--- src/inc/sbm_pkg.sv ---
// constants, offsets and field layout of the servo bus-mapped terminal i/o
//
// Notes on behaviour
// live inputs a..e read as bits 20..24 of the input word, in order.
// controller writes bits 16..18 of output word; outputs a..c follow them.
// brake gate follows torque enable, or output-word bit 19 in bus mode.
// analog inputs read signed, one count per millivolt, -10000..+10000.
// analog output word signed, -10000 gives -10 V, +10000 gives +10 V.
// linear one count per millivolt; codes beyond ten thousand are clamped.
// two probes latch motor position on any change of chosen trigger.
// probe a triggers from fast input a, probe b from fast input b.
// triggered emergency stop stops the servo; sense open or closed.
// torque cutoff removes torque, motor coasts, no restart without request.
package sbm_pkg;

	// ----------------------------------------------------------------
	// bus geometry
	// ----------------------------------------------------------------
	localparam int          SBM_AW        = 8;
	localparam int          SBM_DW        = 32;
	localparam int          SBM_AN_W      = 16;
	localparam int          SBM_NPROBE    = 2;
	localparam int          SBM_NSYNC     = 8;

	// ----------------------------------------------------------------
	// register offsets (byte addresses)
	// ----------------------------------------------------------------
	localparam logic [7:0]  SBM_OFF_DIN   = 8'h00;
	localparam logic [7:0]  SBM_OFF_DOUT  = 8'h04;
	localparam logic [7:0]  SBM_OFF_CFG   = 8'h08;
	localparam logic [7:0]  SBM_OFF_AINA  = 8'h0C;
	localparam logic [7:0]  SBM_OFF_AINB  = 8'h10;
	localparam logic [7:0]  SBM_OFF_AOUT  = 8'h14;
	localparam logic [7:0]  SBM_OFF_PRBA  = 8'h18;
	localparam logic [7:0]  SBM_OFF_PRBB  = 8'h1C;
	localparam logic [7:0]  SBM_OFF_STAT  = 8'h20;
	localparam logic [7:0]  SBM_OFF_MASK  = 8'h24;
	localparam logic [7:0]  SBM_OFF_STATE = 8'h28;
	localparam logic [7:0]  SBM_OFF_CTRL  = 8'h2C;

	// ----------------------------------------------------------------
	// field positions
	// ----------------------------------------------------------------
	localparam int          SBM_DIN_LSB   = 20;
	localparam int          SBM_DIN_MSB   = 24;
	localparam int          SBM_DOUT_LSB  = 16;
	localparam int          SBM_DOUT_MSB  = 19;
	localparam int          SBM_DOUT_BRK  = 19;
	localparam int          SBM_CFG_BRKBUS = 0;
	localparam int          SBM_CFG_ESNC  = 1;
	localparam int          SBM_CFG_SRCA  = 2;
	localparam int          SBM_CFG_ENA   = 4;
	localparam int          SBM_CTRL_RUN  = 0;
	localparam int          SBM_EV_PRBA   = 0;
	localparam int          SBM_EV_ESTOP  = 2;
	localparam int          SBM_EV_CUT    = 3;
	localparam int          SBM_NEV       = 4;
	localparam int          SBM_ST_ESTOP  = 0;
	localparam int          SBM_ST_CUT    = 1;
	localparam int          SBM_ST_TQ     = 2;
	localparam int          SBM_NCFG      = 6;

	// sync vector layout: inputs a..e at 0..4
	localparam int          SBM_SY_ESTOP  = 5;
	localparam int          SBM_SY_CUT    = 6;
	localparam int          SBM_SY_INDEX  = 7;

	// ----------------------------------------------------------------
	// reset values and analog limits
	// ----------------------------------------------------------------
	localparam logic [5:0]  SBM_CFG_RST   = 6'h00;
	localparam logic [3:0]  SBM_DOUT_RST  = 4'h0;
	localparam logic [3:0]  SBM_MASK_RST  = 4'h0;
	localparam logic [15:0] SBM_AN_MAX    = 16'h2710;
	localparam logic [15:0] SBM_AN_MIN    = 16'hD8F0;

endpackage
--- src/design/sbm_clamp.sv ---
// saturating limiter for signed millivolt codes
`timescale 1ns/10ps
module sbm_clamp
	import sbm_pkg::*;
#(
	parameter int W = 16
) (
	input  wire logic [W-1:0] value_i,
	output wire logic [W-1:0] value_o
);

	// linear pass inside the window, saturate outside
	wire logic signed [W-1:0] val_s;
	wire logic signed [W-1:0] max_s;
	wire logic signed [W-1:0] min_s;
	wire logic                over_w;
	wire logic                under_w;

	assign val_s   = value_i;
	assign max_s   = W'(signed'(SBM_AN_MAX));
	assign min_s   = W'(signed'(SBM_AN_MIN));
	assign over_w  = val_s > max_s;
	assign under_w = val_s < min_s;
	assign value_o = over_w  ? max_s :
	                 under_w ? min_s : value_i;

endmodule

--- src/design/sbm_io.sv ---
// terminal i/o of the servo drive mapped onto bus process words
//
// Chosen here: the plain strobed port and the register addresses.
`timescale 1ns/10ps
module sbm_io
	import sbm_pkg::*;
#(
	parameter int POS_W = 32
) (
	input  wire logic              clk_i,
	input  wire logic              resetn_i,
	input  wire logic              ce_i,
	input  wire logic [SBM_AW-1:0] addr_i,
	input  wire logic [SBM_DW-1:0] wdata_i,
	input  wire logic              wr_i,
	input  wire logic              rd_i,
	output logic      [SBM_DW-1:0] rdata_o,
	output logic                   irq_o,
	input  wire logic              fast_input_a_i,
	input  wire logic              fast_input_b_i,
	input  wire logic              general_input_c_i,
	input  wire logic              general_input_d_i,
	input  wire logic              general_input_e_i,
	input  wire logic              estop_pin_i,
	input  wire logic              torque_cutoff_i,
	input  wire logic              index_pulse_i,
	input  wire logic [POS_W-1:0]  position_i,
	input  wire logic [SBM_AN_W-1:0] analog_in_a_i,
	input  wire logic [SBM_AN_W-1:0] analog_in_b_i,
	output logic      [SBM_AN_W-1:0] analog_out_a_o,
	output logic                   bus_output_a_o,
	output logic                   bus_output_b_o,
	output logic                   bus_output_c_o,
	output logic                   brake_gate_output_o,
	output logic                   torque_enable_o,
	output logic                   estop_stop_o
);

	// ----------------------------------------------------------------
	// pin synchronisers
	// ----------------------------------------------------------------
	logic [SBM_NSYNC-1:0] sync1_r;
	logic [SBM_NSYNC-1:0] sync2_r;
	logic [SBM_NSYNC-1:0] prev_r;
	wire  logic [SBM_NSYNC-1:0] raw_w;

	assign raw_w = {index_pulse_i, torque_cutoff_i, estop_pin_i,
	                general_input_e_i, general_input_d_i,
	                general_input_c_i, fast_input_b_i, fast_input_a_i};

	always_ff @(posedge clk_i) begin
		if (!resetn_i) begin
			sync1_r <= '0;
			sync2_r <= '0;
			prev_r  <= '0;
		end else if (ce_i) begin
			sync1_r <= raw_w;
			sync2_r <= sync1_r;
			prev_r  <= sync2_r;
		end
	end

	// ----------------------------------------------------------------
	// register decode
	// ----------------------------------------------------------------
	logic [SBM_NCFG-1:0]     cfg_r;
	logic [3:0]              dout_r;
	logic [SBM_NEV-1:0]      stat_r;
	logic [SBM_NEV-1:0]      mask_r;
	logic                    run_r;
	logic [SBM_AN_W-1:0]     ain_a_r;
	logic [SBM_AN_W-1:0]     ain_b_r;
	logic [SBM_AN_W-1:0]     aout_r;
	logic                    brake_r;
	logic                    torque_r;
	logic [POS_W-1:0]        latch_r [SBM_NPROBE];
	logic [SBM_DW-1:0]       rdata_r;

	wire logic wr_dout  = ce_i && wr_i && addr_i == SBM_OFF_DOUT;
	wire logic wr_cfg   = ce_i && wr_i && addr_i == SBM_OFF_CFG;
	wire logic wr_aout  = ce_i && wr_i && addr_i == SBM_OFF_AOUT;
	wire logic wr_stat  = ce_i && wr_i && addr_i == SBM_OFF_STAT;
	wire logic wr_mask  = ce_i && wr_i && addr_i == SBM_OFF_MASK;
	wire logic wr_ctrl  = ce_i && wr_i && addr_i == SBM_OFF_CTRL;

	// ----------------------------------------------------------------
	// safety inputs
	// ----------------------------------------------------------------
	wire logic estop_act;
	wire logic estop_prev;
	wire logic cut_act;
	wire logic cut_prev;

	// closed-contact sense inverts the pin, so a broken wire also stops
	assign estop_act  = sync2_r[SBM_SY_ESTOP] ^ cfg_r[SBM_CFG_ESNC];
	assign estop_prev = prev_r[SBM_SY_ESTOP]  ^ cfg_r[SBM_CFG_ESNC];
	assign cut_act    = sync2_r[SBM_SY_CUT];
	assign cut_prev   = prev_r[SBM_SY_CUT];

	// ----------------------------------------------------------------
	// probes
	// ----------------------------------------------------------------
	wire logic [SBM_NPROBE-1:0] probe_edge;
	genvar gi;
	generate
		for (gi = 0; gi < SBM_NPROBE; gi++) begin : g_probe
			wire logic src_idx = cfg_r[SBM_CFG_SRCA + gi];
			// probe gi triggers from fast input gi, or from the index pulse when its source bit is set
			wire logic trig_now = src_idx ? sync2_r[SBM_SY_INDEX]
			                              : sync2_r[gi];
			wire logic trig_old = src_idx ? prev_r[SBM_SY_INDEX]
			                              : prev_r[gi];
			assign probe_edge[gi] = cfg_r[SBM_CFG_ENA + gi] &&
			                        (trig_now ^ trig_old);

			always_ff @(posedge clk_i) begin
				if (!resetn_i) begin
					latch_r[gi] <= '0;
				end else if (ce_i && probe_edge[gi]) begin
					latch_r[gi] <= position_i;
				end
			end
		end
	endgenerate

	// ----------------------------------------------------------------
	// events and interrupt
	// ----------------------------------------------------------------
	wire logic [SBM_NEV-1:0] ev_w;
	wire logic [SBM_NEV-1:0] stat_nxt;

	assign ev_w = {cut_act & ~cut_prev, estop_act & ~estop_prev,
	               probe_edge};
	// new event wins over a clearing write in the same cycle
	assign stat_nxt = (stat_r & ~(wr_stat ? wdata_i[SBM_NEV-1:0] : '0))
	                  | ev_w;
	assign irq_o    = |(stat_r & mask_r);

	// ----------------------------------------------------------------
	// analog scaling
	// ----------------------------------------------------------------
	wire logic [SBM_AN_W-1:0] ain_a_c;
	wire logic [SBM_AN_W-1:0] ain_b_c;
	wire logic [SBM_AN_W-1:0] aout_c;

	sbm_clamp #(.W(SBM_AN_W)) u_clamp_ain_a (
		.value_i (analog_in_a_i),
		.value_o (ain_a_c)
	);
	sbm_clamp #(.W(SBM_AN_W)) u_clamp_ain_b (
		.value_i (analog_in_b_i),
		.value_o (ain_b_c)
	);
	sbm_clamp #(.W(SBM_AN_W)) u_clamp_aout (
		.value_i (wdata_i[SBM_AN_W-1:0]),
		.value_o (aout_c)
	);

	// ----------------------------------------------------------------
	// torque, run request and brake
	// ----------------------------------------------------------------
	wire logic run_nxt;
	wire logic torque_nxt;
	wire logic brake_nxt;

	// safety clear beats a run write; restart needs a fresh request
	assign run_nxt    = (estop_act || cut_act) ? 1'b0 :
	                    wr_ctrl ? wdata_i[SBM_CTRL_RUN] : run_r;
	assign torque_nxt = run_r && !estop_act && !cut_act;
	assign brake_nxt  = cfg_r[SBM_CFG_BRKBUS] ? dout_r[3]
	                                          : torque_r;

	always_ff @(posedge clk_i) begin
		if (!resetn_i) begin
			cfg_r    <= SBM_CFG_RST;
			dout_r   <= SBM_DOUT_RST;
			mask_r   <= SBM_MASK_RST;
			stat_r   <= '0;
			run_r    <= 1'b0;
			torque_r <= 1'b0;
			brake_r  <= 1'b0;
			aout_r   <= '0;
			ain_a_r  <= '0;
			ain_b_r  <= '0;
		end else if (ce_i) begin
			if (wr_cfg)  cfg_r  <= wdata_i[SBM_NCFG-1:0];
			if (wr_dout) dout_r <= wdata_i[SBM_DOUT_MSB:SBM_DOUT_LSB];
			if (wr_mask) mask_r <= wdata_i[SBM_NEV-1:0];
			if (wr_aout) aout_r <= aout_c;
			stat_r   <= stat_nxt;
			run_r    <= run_nxt;
			torque_r <= torque_nxt;
			brake_r  <= brake_nxt;
			ain_a_r  <= ain_a_c;
			ain_b_r  <= ain_b_c;
		end
	end

	assign bus_output_a_o      = dout_r[0];
	assign bus_output_b_o      = dout_r[1];
	assign bus_output_c_o      = dout_r[2];
	assign brake_gate_output_o = brake_r;
	assign torque_enable_o     = torque_r;
	assign estop_stop_o        = estop_act;
	assign analog_out_a_o      = aout_r;

	// ----------------------------------------------------------------
	// read path
	// ----------------------------------------------------------------
	wire logic [SBM_DW-1:0] din_word;
	wire logic [SBM_DW-1:0] rd_mux;

	assign din_word = {{(SBM_DW-SBM_DIN_MSB-1){1'b0}},
	                   sync2_r[4:0], {SBM_DIN_LSB{1'b0}}};

	assign rd_mux =
	  (addr_i == SBM_OFF_DIN)   ? din_word :
	  (addr_i == SBM_OFF_DOUT)  ? {{(SBM_DW-SBM_DOUT_MSB-1){1'b0}},
	                               dout_r, {SBM_DOUT_LSB{1'b0}}} :
	  (addr_i == SBM_OFF_CFG)   ? {{(SBM_DW-SBM_NCFG){1'b0}}, cfg_r} :
	  (addr_i == SBM_OFF_AINA)  ? {{SBM_AN_W{ain_a_r[SBM_AN_W-1]}},
	                               ain_a_r} :
	  (addr_i == SBM_OFF_AINB)  ? {{SBM_AN_W{ain_b_r[SBM_AN_W-1]}},
	                               ain_b_r} :
	  (addr_i == SBM_OFF_AOUT)  ? {{SBM_AN_W{aout_r[SBM_AN_W-1]}},
	                               aout_r} :
	  (addr_i == SBM_OFF_PRBA)  ? SBM_DW'(latch_r[0]) :
	  (addr_i == SBM_OFF_PRBB)  ? SBM_DW'(latch_r[1]) :
	  (addr_i == SBM_OFF_STAT)  ? {{(SBM_DW-SBM_NEV){1'b0}}, stat_r} :
	  (addr_i == SBM_OFF_MASK)  ? {{(SBM_DW-SBM_NEV){1'b0}}, mask_r} :
	  (addr_i == SBM_OFF_STATE) ? {29'h0000_0000, torque_r, cut_act,
	                               estop_act} :
	  (addr_i == SBM_OFF_CTRL)  ? {31'h0000_0000, run_r} :
	                              32'h0000_0000;

	// data stands only in the cycle after the strobe
	always_ff @(posedge clk_i) begin
		if (!resetn_i) begin
			rdata_r <= '0;
		end else if (ce_i) begin
			rdata_r <= rd_i ? rd_mux : '0;
		end
	end
	assign rdata_o = rdata_r;

	// ----------------------------------------------------------------
	// assertions
	// ----------------------------------------------------------------
	property p_din_map;
		@(posedge clk_i) disable iff (!resetn_i)
		ce_i && rd_i && addr_i == SBM_OFF_DIN |=>
			rdata_o[SBM_DIN_MSB:SBM_DIN_LSB] == $past(sync2_r[4:0]);
	endproperty
	a_din_map: assert property (p_din_map)
		else $error("input word bits do not match inputs");

	property p_dout;
		@(posedge clk_i) disable iff (!resetn_i)
		wr_dout |=> bus_output_a_o == $past(wdata_i[16]) &&
			bus_output_b_o == $past(wdata_i[17]) &&
			bus_output_c_o == $past(wdata_i[18]);
	endproperty
	a_dout: assert property (p_dout)
		else $error("bus outputs do not follow output word");

	// mode is judged in the cycle that loads the brake flop
	property p_brake;
		@(posedge clk_i) disable iff (!resetn_i)
		ce_i && !cfg_r[SBM_CFG_BRKBUS] |=>
			brake_gate_output_o == $past(torque_enable_o);
	endproperty
	a_brake: assert property (p_brake)
		else $error("brake gate not tracking torque enable");

	property p_brake_bus;
		@(posedge clk_i) disable iff (!resetn_i)
		ce_i && cfg_r[SBM_CFG_BRKBUS] |=>
			brake_gate_output_o == $past(dout_r[3]);
	endproperty
	a_brake_bus: assert property (p_brake_bus)
		else $error("brake gate not following output word in bus mode");

	property p_ain_range;
		@(posedge clk_i) disable iff (!resetn_i)
		ce_i && rd_i && addr_i == SBM_OFF_AINA |=>
			$signed(rdata_o) <= 32'sd10000 &&
			$signed(rdata_o) >= -32'sd10000;
	endproperty
	a_ain_range: assert property (p_ain_range)
		else $error("analog input code out of range");

	property p_aout;
		@(posedge clk_i) disable iff (!resetn_i)
		wr_aout && $signed(wdata_i[15:0]) > 16'sd10000 |=>
			analog_out_a_o == SBM_AN_MAX;
	endproperty
	a_aout: assert property (p_aout)
		else $error("analog output not clamped");

	property p_aout_low;
		@(posedge clk_i) disable iff (!resetn_i)
		wr_aout && $signed(wdata_i[15:0]) < -16'sd10000 |=>
			analog_out_a_o == SBM_AN_MIN;
	endproperty
	a_aout_low: assert property (p_aout_low)
		else $error("analog output not clamped at low end");

	property p_aout_pass;
		@(posedge clk_i) disable iff (!resetn_i)
		wr_aout && $signed(wdata_i[15:0]) <= 16'sd10000 &&
			$signed(wdata_i[15:0]) >= -16'sd10000 |=>
			analog_out_a_o == $past(wdata_i[15:0]);
	endproperty
	a_aout_pass: assert property (p_aout_pass)
		else $error("analog output code not passed through");

	property p_probe;
		@(posedge clk_i) disable iff (!resetn_i)
		ce_i && probe_edge[0] |=>
			latch_r[0] == $past(position_i) && stat_r[SBM_EV_PRBA];
	endproperty
	a_probe: assert property (p_probe)
		else $error("probe did not latch position");

	property p_estop;
		@(posedge clk_i) disable iff (!resetn_i)
		ce_i && estop_act |=> !torque_enable_o && !run_r;
	endproperty
	a_estop: assert property (p_estop)
		else $error("torque still on after emergency stop");

	property p_cut;
		@(posedge clk_i) disable iff (!resetn_i)
		ce_i && cut_act ##1 ce_i && !wr_ctrl |=> !torque_enable_o;
	endproperty
	a_cut: assert property (p_cut)
		else $error("torque on during or after cutoff");

	property p_irq;
		@(posedge clk_i) disable iff (!resetn_i)
		ce_i && ev_w[SBM_EV_CUT] && mask_r[SBM_EV_CUT] && !wr_mask
			|=> irq_o;
	endproperty
	a_irq: assert property (p_irq)
		else $error("masked-in event gave no interrupt");

	c_probe_a: cover property (@(posedge clk_i) ce_i && probe_edge[0]);
	c_probe_b: cover property (@(posedge clk_i) ce_i && probe_edge[1]);
	c_estop:   cover property (@(posedge clk_i) ce_i && ev_w[SBM_EV_ESTOP]);
	c_restart: cover property (@(posedge clk_i)
		$fell(cut_act) ##[1:20] torque_enable_o);

endmodule

--- config.mk ---
export PLATFORM = sky130hd
export DESIGN_NAME = sbm_io
export DESIGN_NICKNAME = d
export VERILOG_FILES = /design/src/inc/sbm_pkg.sv /design/src/design/sbm_clamp.sv /design/src/design/sbm_io.sv
export SDC_FILE = /design/constraint.sdc
export NUM_CORES = 1
export LEC_CHECK = 0
export BUFFER_PORTS_ARGS = -buffer_cell sky130_fd_sc_hd__buf_2
export CORE_MARGIN = 2
export CORE_UTILIZATION = 55
export DETAILED_ROUTE_END_ITERATION = 10
export PLACE_DENSITY = 0.86
export SLEW_MARGIN = 0
export SYNTH_ARGS = -nofsm -noshare
export SYNTH_HDL_FRONTEND = slang
export SYNTH_SLANG_ARGS = --single-unit
--- constraint.sdc ---
create_clock -name clk_i -period 5.05 [get_ports clk_i]
set_clock_uncertainty 0.2 [all_clocks]
set_input_delay 0.2525 -clock clk_i [delete_from_list [all_inputs] [get_ports clk_i]]
set_output_delay 0.2525 -clock clk_i [all_outputs]
set_load 0.02 [all_outputs]
======== Yosys cells after proc, flatten, opt, wreduce, memory -nomap -nowiden ========
Memory sizes are Yosys's and may differ from the RTL's.
Cells that the tools add are included.
cells by class
  bitwise logic cells ..................... 14
  reduce and logical (&&, ||, !) cells .... 24
  magnitude comparators ................... 6
  eq/ne operators ......................... 11
  mux-type cells .......................... 36
operator list
  kind                                                                               number
  32-bit two-way mux                                                                 11
  16-bit two-way mux                                                                 6
  16-bit by 15-bit greater-than comparator with 1-bit output, second input constant  3
  16-bit by 15-bit < comparator with 1-bit output, second input constant             3
  8-bit by 5-bit == test with 1-bit output, second input constant                    4
  8-bit by 6-bit == test with 1-bit output, second input constant                    4
  8-bit by 4-bit == test with 1-bit output, second input constant                    2
  1-bit two-way mux                                                                  15
  1-bit logical AND                                                                  13
  4-bit two-way mux                                                                  3
  2-bit AND reduction                                                                5
  4-bit bitwise AND                                                                  2
  8-bit by 3-bit == test with 1-bit output, second input constant                    1
  8-bit logical NOT                                                                  1
  4-bit inverter                                                                     1
  4-bit bitwise OR                                                                   1
  4-bit OR reduction                                                                 1
  1-bit bitwise XOR                                                                  4
  3-bit two-way mux                                                                  1
  1-bit bitwise AND                                                                  2
  1-bit logical NOT                                                                  2
  1-bit inverter                                                                     2
  1-bit bitwise OR                                                                   2
  2-bit nonzero test                                                                 1
  1-bit logical OR                                                                   1
word-level totals
  output and inout bits ................... 55
  RAM bits ................................ 64
  word-level logic and storage cells ...... 106
  register bits ........................... 125
  memories ................................ 1
memories
  name     words  width  read ports  clocked after memory_dff  wr ports  RTL line      RTL
  latch_r  2      32     2           0                         2         sbm_io.sv:76  logic [POS_W-1:0] latch_r [SBM_NPROBE];

======== Longest topological paths before layout ========
  depth in word-level cells ............... 14
  mapped depth ............................ 8
  depth with buffers taken out ............ 7

======== Modules after synthesis ========
From an unflattened synthesis, not the netlist that was laid out.
second synthesis, totals
  cells, all modules ...................... 939
  area total of the unflattened synthesis .. 9576.7 um^2
by module, submodules not included
  module     area an instance (um^2)  seq. area each (um^2)  instances  cells each
  sbm_io     8660.8                   4364.2                 1          804
  sbm_clamp  305.3                    0.0                    3          45

======== Least setup slack after synthesis ========
OpenSTA, ideal clock, no wires.
  path kind ............................... reg2reg
  from .................................... register sync2_r[1]
  to ...................................... memory latch_r[1][0] (enable)
  period minus slack after synthesis ...... 2.454 ns
  data required time ...................... 4.456 ns
  stages on the path, launching flop included .. 5
  library setup time ...................... 0.394 ns
  slack ................................... 2.596 ns
  arrival time ............................ 1.860 ns
  cells stage by stage .................... dfxtp_1 -> xor2_1 -> nor2_1 -> a211oi_1 -> nand2b_1
RTL lines
  element                   RTL line      RTL
  start: declaration        sbm_io.sv:43  logic [SBM_NSYNC-1:0] sync2_r;
  start signal: assignment  sbm_io.sv:58  sync2_r <= sync1_r;
  end: declaration          sbm_io.sv:76

==> results by stage <==
Floorplanning:
- The die is 128 um tall.
- After floorplanning, the core was sized to cover 0.0151 mm2.
- The floorplan has 45 rows.
- During I/O placement, the number of pins put on the boundary was 172.
- The die area is 0.0164 mm2.
- The horizontal die dimension is 128 um.
- The initial utilization of the core area, before any placement, comes to 56.1%.

STA:
- At the pin with the least slew margin, the transition time is 0.909 ns.
- Timing would allow up to 404 MHz.
- The ratio of final minimum period to clock period is 49.0%.
- The total negative slack for setup checks is 0 ns.
- The final hold slack is 0.0274 ns.
- Setup repair after global routing left no endpoint under its margin.
- The final worst-path setup slack is 2.58 ns.
- The number of slew-limit violations in the final report was 0.
- The post-route minimum period is 2.47 ns.
- Measured against its own limit, the worst slew margin works out to 38.5%.
- The hold violation count in the final report is 0.
- The total of endpoints with negative setup slack in the final report is 0.

Synth:
- The synthesis-stage register bit count is 186.
- The number of enable flip-flop cells after synthesis is 64.
- Of the total synthesized cell area, the portion taken by full adders, half adders and majority gates is 0.442%.
- The simple-gate area share of the yosys netlist is 19.6%.
- The synthesized netlist devotes 0.413% of its cell area to XOR and XNOR gates.
- The cell with the most instances after synthesis is sky130_fd_sc_hd__dfxtp_1.
- Summing the areas of all compound-gate instances in the mapped netlist gives 19.1% of the synthesized area.
- Sorting the synthesized cells by area gives the leading types as sky130_fd_sc_hd__dfxtp_1 29%, sky130_fd_sc_hd__edfxtp_1 23%, sky130_fd_sc_hd__mux2i_1 5.0%.
- The commonest cells after synthesis are 122 x sky130_fd_sc_hd__dfxtp_1, 91 x sky130_fd_sc_hd__nor2_1, 73 x sky130_fd_sc_hd__nand2_1.
- The library cell with the largest summed area after synthesis is sky130_fd_sc_hd__dfxtp_1.
- The number of nets in the synthesized netlist is 1013.
- The share of async-settable or async-resettable flops after synthesis is 0%.
- Of the post-synthesis cell area, the part taken by muxes is 5.75%.
- The primary flip-flop cell chosen by synthesis mapping is sky130_fd_sc_hd__dfxtp_1.
- The Yosys step of the flow raised 0 warnings.
- Summing the sequential cell areas from Yosys gives 51.4% of the chip area.
- The gate count of the mapped netlist is 893.
- The area share of the largest cell type after synthesis is 28.8%.
- The cell area after synthesis is 0.00849 mm2.
- Dividing the synthesized area by the synthesized cell count gives 9.51 um2.
- The number of distinct library cells after synthesis is 61.
- By area, the combinational part of the netlist is dominated by simple AND/OR/NAND/NOR gates.

Place:
- Before CTS, the worst setup slack after placement is 2.36 ns.
- The number of I/O port buffers is 159.
- The half-perimeter wire length of the detailed placement result is 16.5 mm.
- Routability-driven placement finished with a final weighted congestion of 0.940.
- Summing all placed instances gives a cell area of 0.00938 mm2.

Setup path:
- The cell occurring most often along the worst timing path is sky130_fd_sc_hd__buf_4.
- The number of buffers and inverters on the critical path is 2.
- The worst reg2reg path depth is 6.
- Walking the worst path, the cells encountered are xor2_1, nor2_1, a211oi_2, buf_4, nand2b_1, buf_4.
- The largest fanout of any net on the critical path is 34.
- The register-to-register path setup slack is 2.58 ns.
- The worst setup path is of the register to register kind.
- The largest stage delay on the critical path is 0.41 ns.
- The worst setup path is captured at a register.
- STA puts the critical path data required time at 4.94 ns.
- The critical path data arrival time is 2.36 ns.
- STA classifies the critical path startpoint as a register.
- The slowest library cell on the worst path is sky130_fd_sc_hd__dfxtp_1.
- The endpoint of the worst register-to-register path is latch_r[1][25].
- The worst flop-to-flop path startpoint is sync2_r[1].
- Among cell families on the critical path, the largest total delay comes from buffers and inverters.

Power and ir drop:
- The combinational power share is 10.0%.
- The net switching fraction of the power is 25.7%.
- The clock network burns 40.7% of the power.
- The part of the power in registers is 49.3%.
- The leakage dissipation is 4.55 nW.
- The switching power total is 0.000838 W.
- The worst-case IR drop observed on VDD is 0.246 mV.
- The total power density per cell area is 304 mW/mm2.
- The internal portion of the total power is 0.00242 W.

Clock network:
- The H-tree was split into 4 levels.
- The clock input transition at the sequential cells of the worst setup and hold paths is 0.07 ns.
- TritonCTS built the clock tree.
- The later-pin clock latency in the skew report is 0.44 ns.
- The clock passes through at most 2 buffers.
- In this run the clock root is driven by a sky130_fd_sc_hd__clkbuf_16.
- The quantity of gates resized following cts is 0.
- CTS saw 186 sinks.
- The clock buffer count from CTS is 17.

GRT:
- The number of global-route vias before repair is 7659.
- The first global-routing pass estimated 39.9 mm of wire.
- Entering global routing, the biggest net connects 95 pins.
- The residual overflow from global routing is 0.
- The initial antenna violation count is 0.
- The combined global-route utilization of all metal layers is 31.5%.

Detailed routing:
- The initial detailed-routing violation count is 1073.
- Once detail routing completed, the nets flagged for antenna violations numbered 0.
- The routed length per placed instance is 20.2 um.
- Before antenna repair, the detailed router went through 5 iterations.
- The remaining routing DRC violations is 0.
- The total via count in the routed design is 8174.
- The ratio of routed vias to standard cells is 6.29.
- After detailed routing, the total wire length is 26.2 mm.

Job:
- The max-cap check violation count is 0.

Final layout:
- Summing all flip-flop and latch instances after layout gives 0.00436 mm2.
- The net count of the finished layout is 1218.
- The share of final-layout standard cells stronger than drive strength 1 is 20.6%.
- The number of antenna diodes is 0.
- In the final layout, the multi-input gates occupy 0.00385 mm2.
- The finished cells cover 0.0107 mm2.
- The area growth from synthesis to layout is 26.3%.
- The number of filler cells placed in the layout is 1035.

Worst hold path:
- The path class of the tightest hold or removal check is input pin to register.
- The source of the worst hold timing path is addr_i[1].
- The number of cells traversed by the worst hold path is 4.
- The terminating pin of the worst hold path is run_r.

Run status:
- The run finished with clean final reports.
how the worst max path moves through the flow:
| stage | startpoint | end | slack, ns | cells past startpoint |
|---|---|---|---|---|
| after floorplan | sync2_r[1] | latch_r[1][0] | 2.60 | 4 |
| after CTS | sync2_r[1] | latch_r[1][7] | 2.66 | 6 |
| after detailed placement | addr_i[7] | analog_out_a_o[1] | 2.36 | 6 |
| final | sync2_r[1] | latch_r[1][25] | 2.58 | 6 |
| after global placement | ce_i | rdata_o[10] | 2.39 | 7 |
| after global routing | wdata_i[10] | analog_out_a_o[1] | 2.55 | 8 |
cell families after synthesis:
kind of cell | after synthesis
mux | 48
compound gates | 255
simple gates | 326
xor+xnor | 4
fa+ha+maj | 3
buf+inv | 71
flops | 186
layout make-up:
class	instances	share of cell area (%)
flip-flops and latches	186	40.7
multi-input cells	636	35.9
repair buffers	249	15.5
clock buffers	17	3.97
well taps	188	2.19
clock inverters	15	1.42
inverters	8	0.280
timing repair:
action / in CTS / in global routing
hold endpoints to repair: 122 / 0
hold buffers: 77 / 0
buffers inserted: 0 / 0
cells in the final DEF, fill, tap and decap left out, types with 4 or more instances in the layout:
cell type | Yosys | routed
sky130_fd_sc_hd__a22o_1 | 12 | 12
sky130_fd_sc_hd__a21oi_1 | 70 | 70
sky130_fd_sc_hd__buf_2 | 8 | 159
sky130_fd_sc_hd__nand4_1 | 5 | 5
sky130_fd_sc_hd__nor4_2 | 4 | 4
sky130_fd_sc_hd__nand2_1 | 73 | 73
sky130_fd_sc_hd__a211oi_1 | 11 | 9
sky130_fd_sc_hd__a31oi_1 | 14 | 14
sky130_fd_sc_hd__inv_1 | 6 | 6
sky130_fd_sc_hd__nand3_1 | 6 | 6
sky130_fd_sc_hd__clkbuf_16 | 0 | 17
sky130_fd_sc_hd__nand2b_1 | 16 | 16
sky130_fd_sc_hd__a2bb2oi_1 | 14 | 14
sky130_fd_sc_hd__inv_6 | 0 | 5
sky130_fd_sc_hd__nor3_1 | 29 | 29
sky130_fd_sc_hd__inv_8 | 0 | 4
sky130_fd_sc_hd__a22oi_1 | 13 | 13
sky130_fd_sc_hd__mux2_2 | 6 | 6
sky130_fd_sc_hd__o21a_1 | 6 | 6
sky130_fd_sc_hd__nor2b_1 | 11 | 11
sky130_fd_sc_hd__o21ai_0 | 58 | 58
sky130_fd_sc_hd__and3_1 | 67 | 67
sky130_fd_sc_hd__o221ai_1 | 5 | 5
sky130_fd_sc_hd__o21bai_1 | 4 | 4
sky130_fd_sc_hd__dlygate4sd3_1 | 0 | 77
sky130_fd_sc_hd__edfxtp_1 | 64 | 64
sky130_fd_sc_hd__o21ai_1 | 13 | 13
sky130_fd_sc_hd__buf_4 | 0 | 13
sky130_fd_sc_hd__nor2_1 | 91 | 91
sky130_fd_sc_hd__mux2i_1 | 42 | 42
sky130_fd_sc_hd__a32oi_1 | 4 | 4
sky130_fd_sc_hd__o211ai_1 | 11 | 11
sky130_fd_sc_hd__and2_1 | 6 | 6
sky130_fd_sc_hd__dfxtp_1 | 122 | 122
sequential cells by signal, indices dropped and copies added (netlist names):
name                 cells
mask_r                   4
cfg_r                    6
sync2_r                  8
latch_r                 64
brake_gate_output_o      1
stat_r                   4
ain_a_r                 16
dout_r                   4
rdata_o                 32
run_r                    1
torque_enable_o          1
analog_out_a_o          16
ain_b_r                 16
sync1_r                  8
prev_r                   5
worst register-to-register path, delay by kind of cell, from the launching register on:
kind,cells,cell delay [ns]
xor+xnor,1,0.22
buf+inv,2,0.76
compound gates,1,0.20
simple gates,2,0.31
flops,1,0.41
per-stage QoR:
stage / cells / total power (W) / util (%)
after floorplan: 893 / 0.00179 / -
after CTS: 1299 / 0.00324 / 70.8
after global placement: 1190 / 0.00190 / 61.9
after global routing: 1299 / 0.00336 / 70.8
final: 1299 / 0.00326 / 70.8
after detailed placement: 1190 / 0.00190 / 61.9
power by group through the flow:
stage                     clock [W]  sequential [W]  combinational (W)
after floorplan                   0         0.00163           0.000158
after global routing        0.00140         0.00161           0.000347
after global placement            0         0.00164           0.000259
after detailed placement          0         0.00164           0.000265
final                       0.00133         0.00161           0.000326
after CTS                   0.00132         0.00161           0.000312
per-layer routing:
layer  vias up  track usage (%)  wire length [um]
li1       3708                -                 -
met1      3828             39.7             10100
met2       528             51.0             12400
met3       110             7.80              2620
met4         0             14.5              1110
met5         -                0                 0
(Power assumes the default switching activity.)
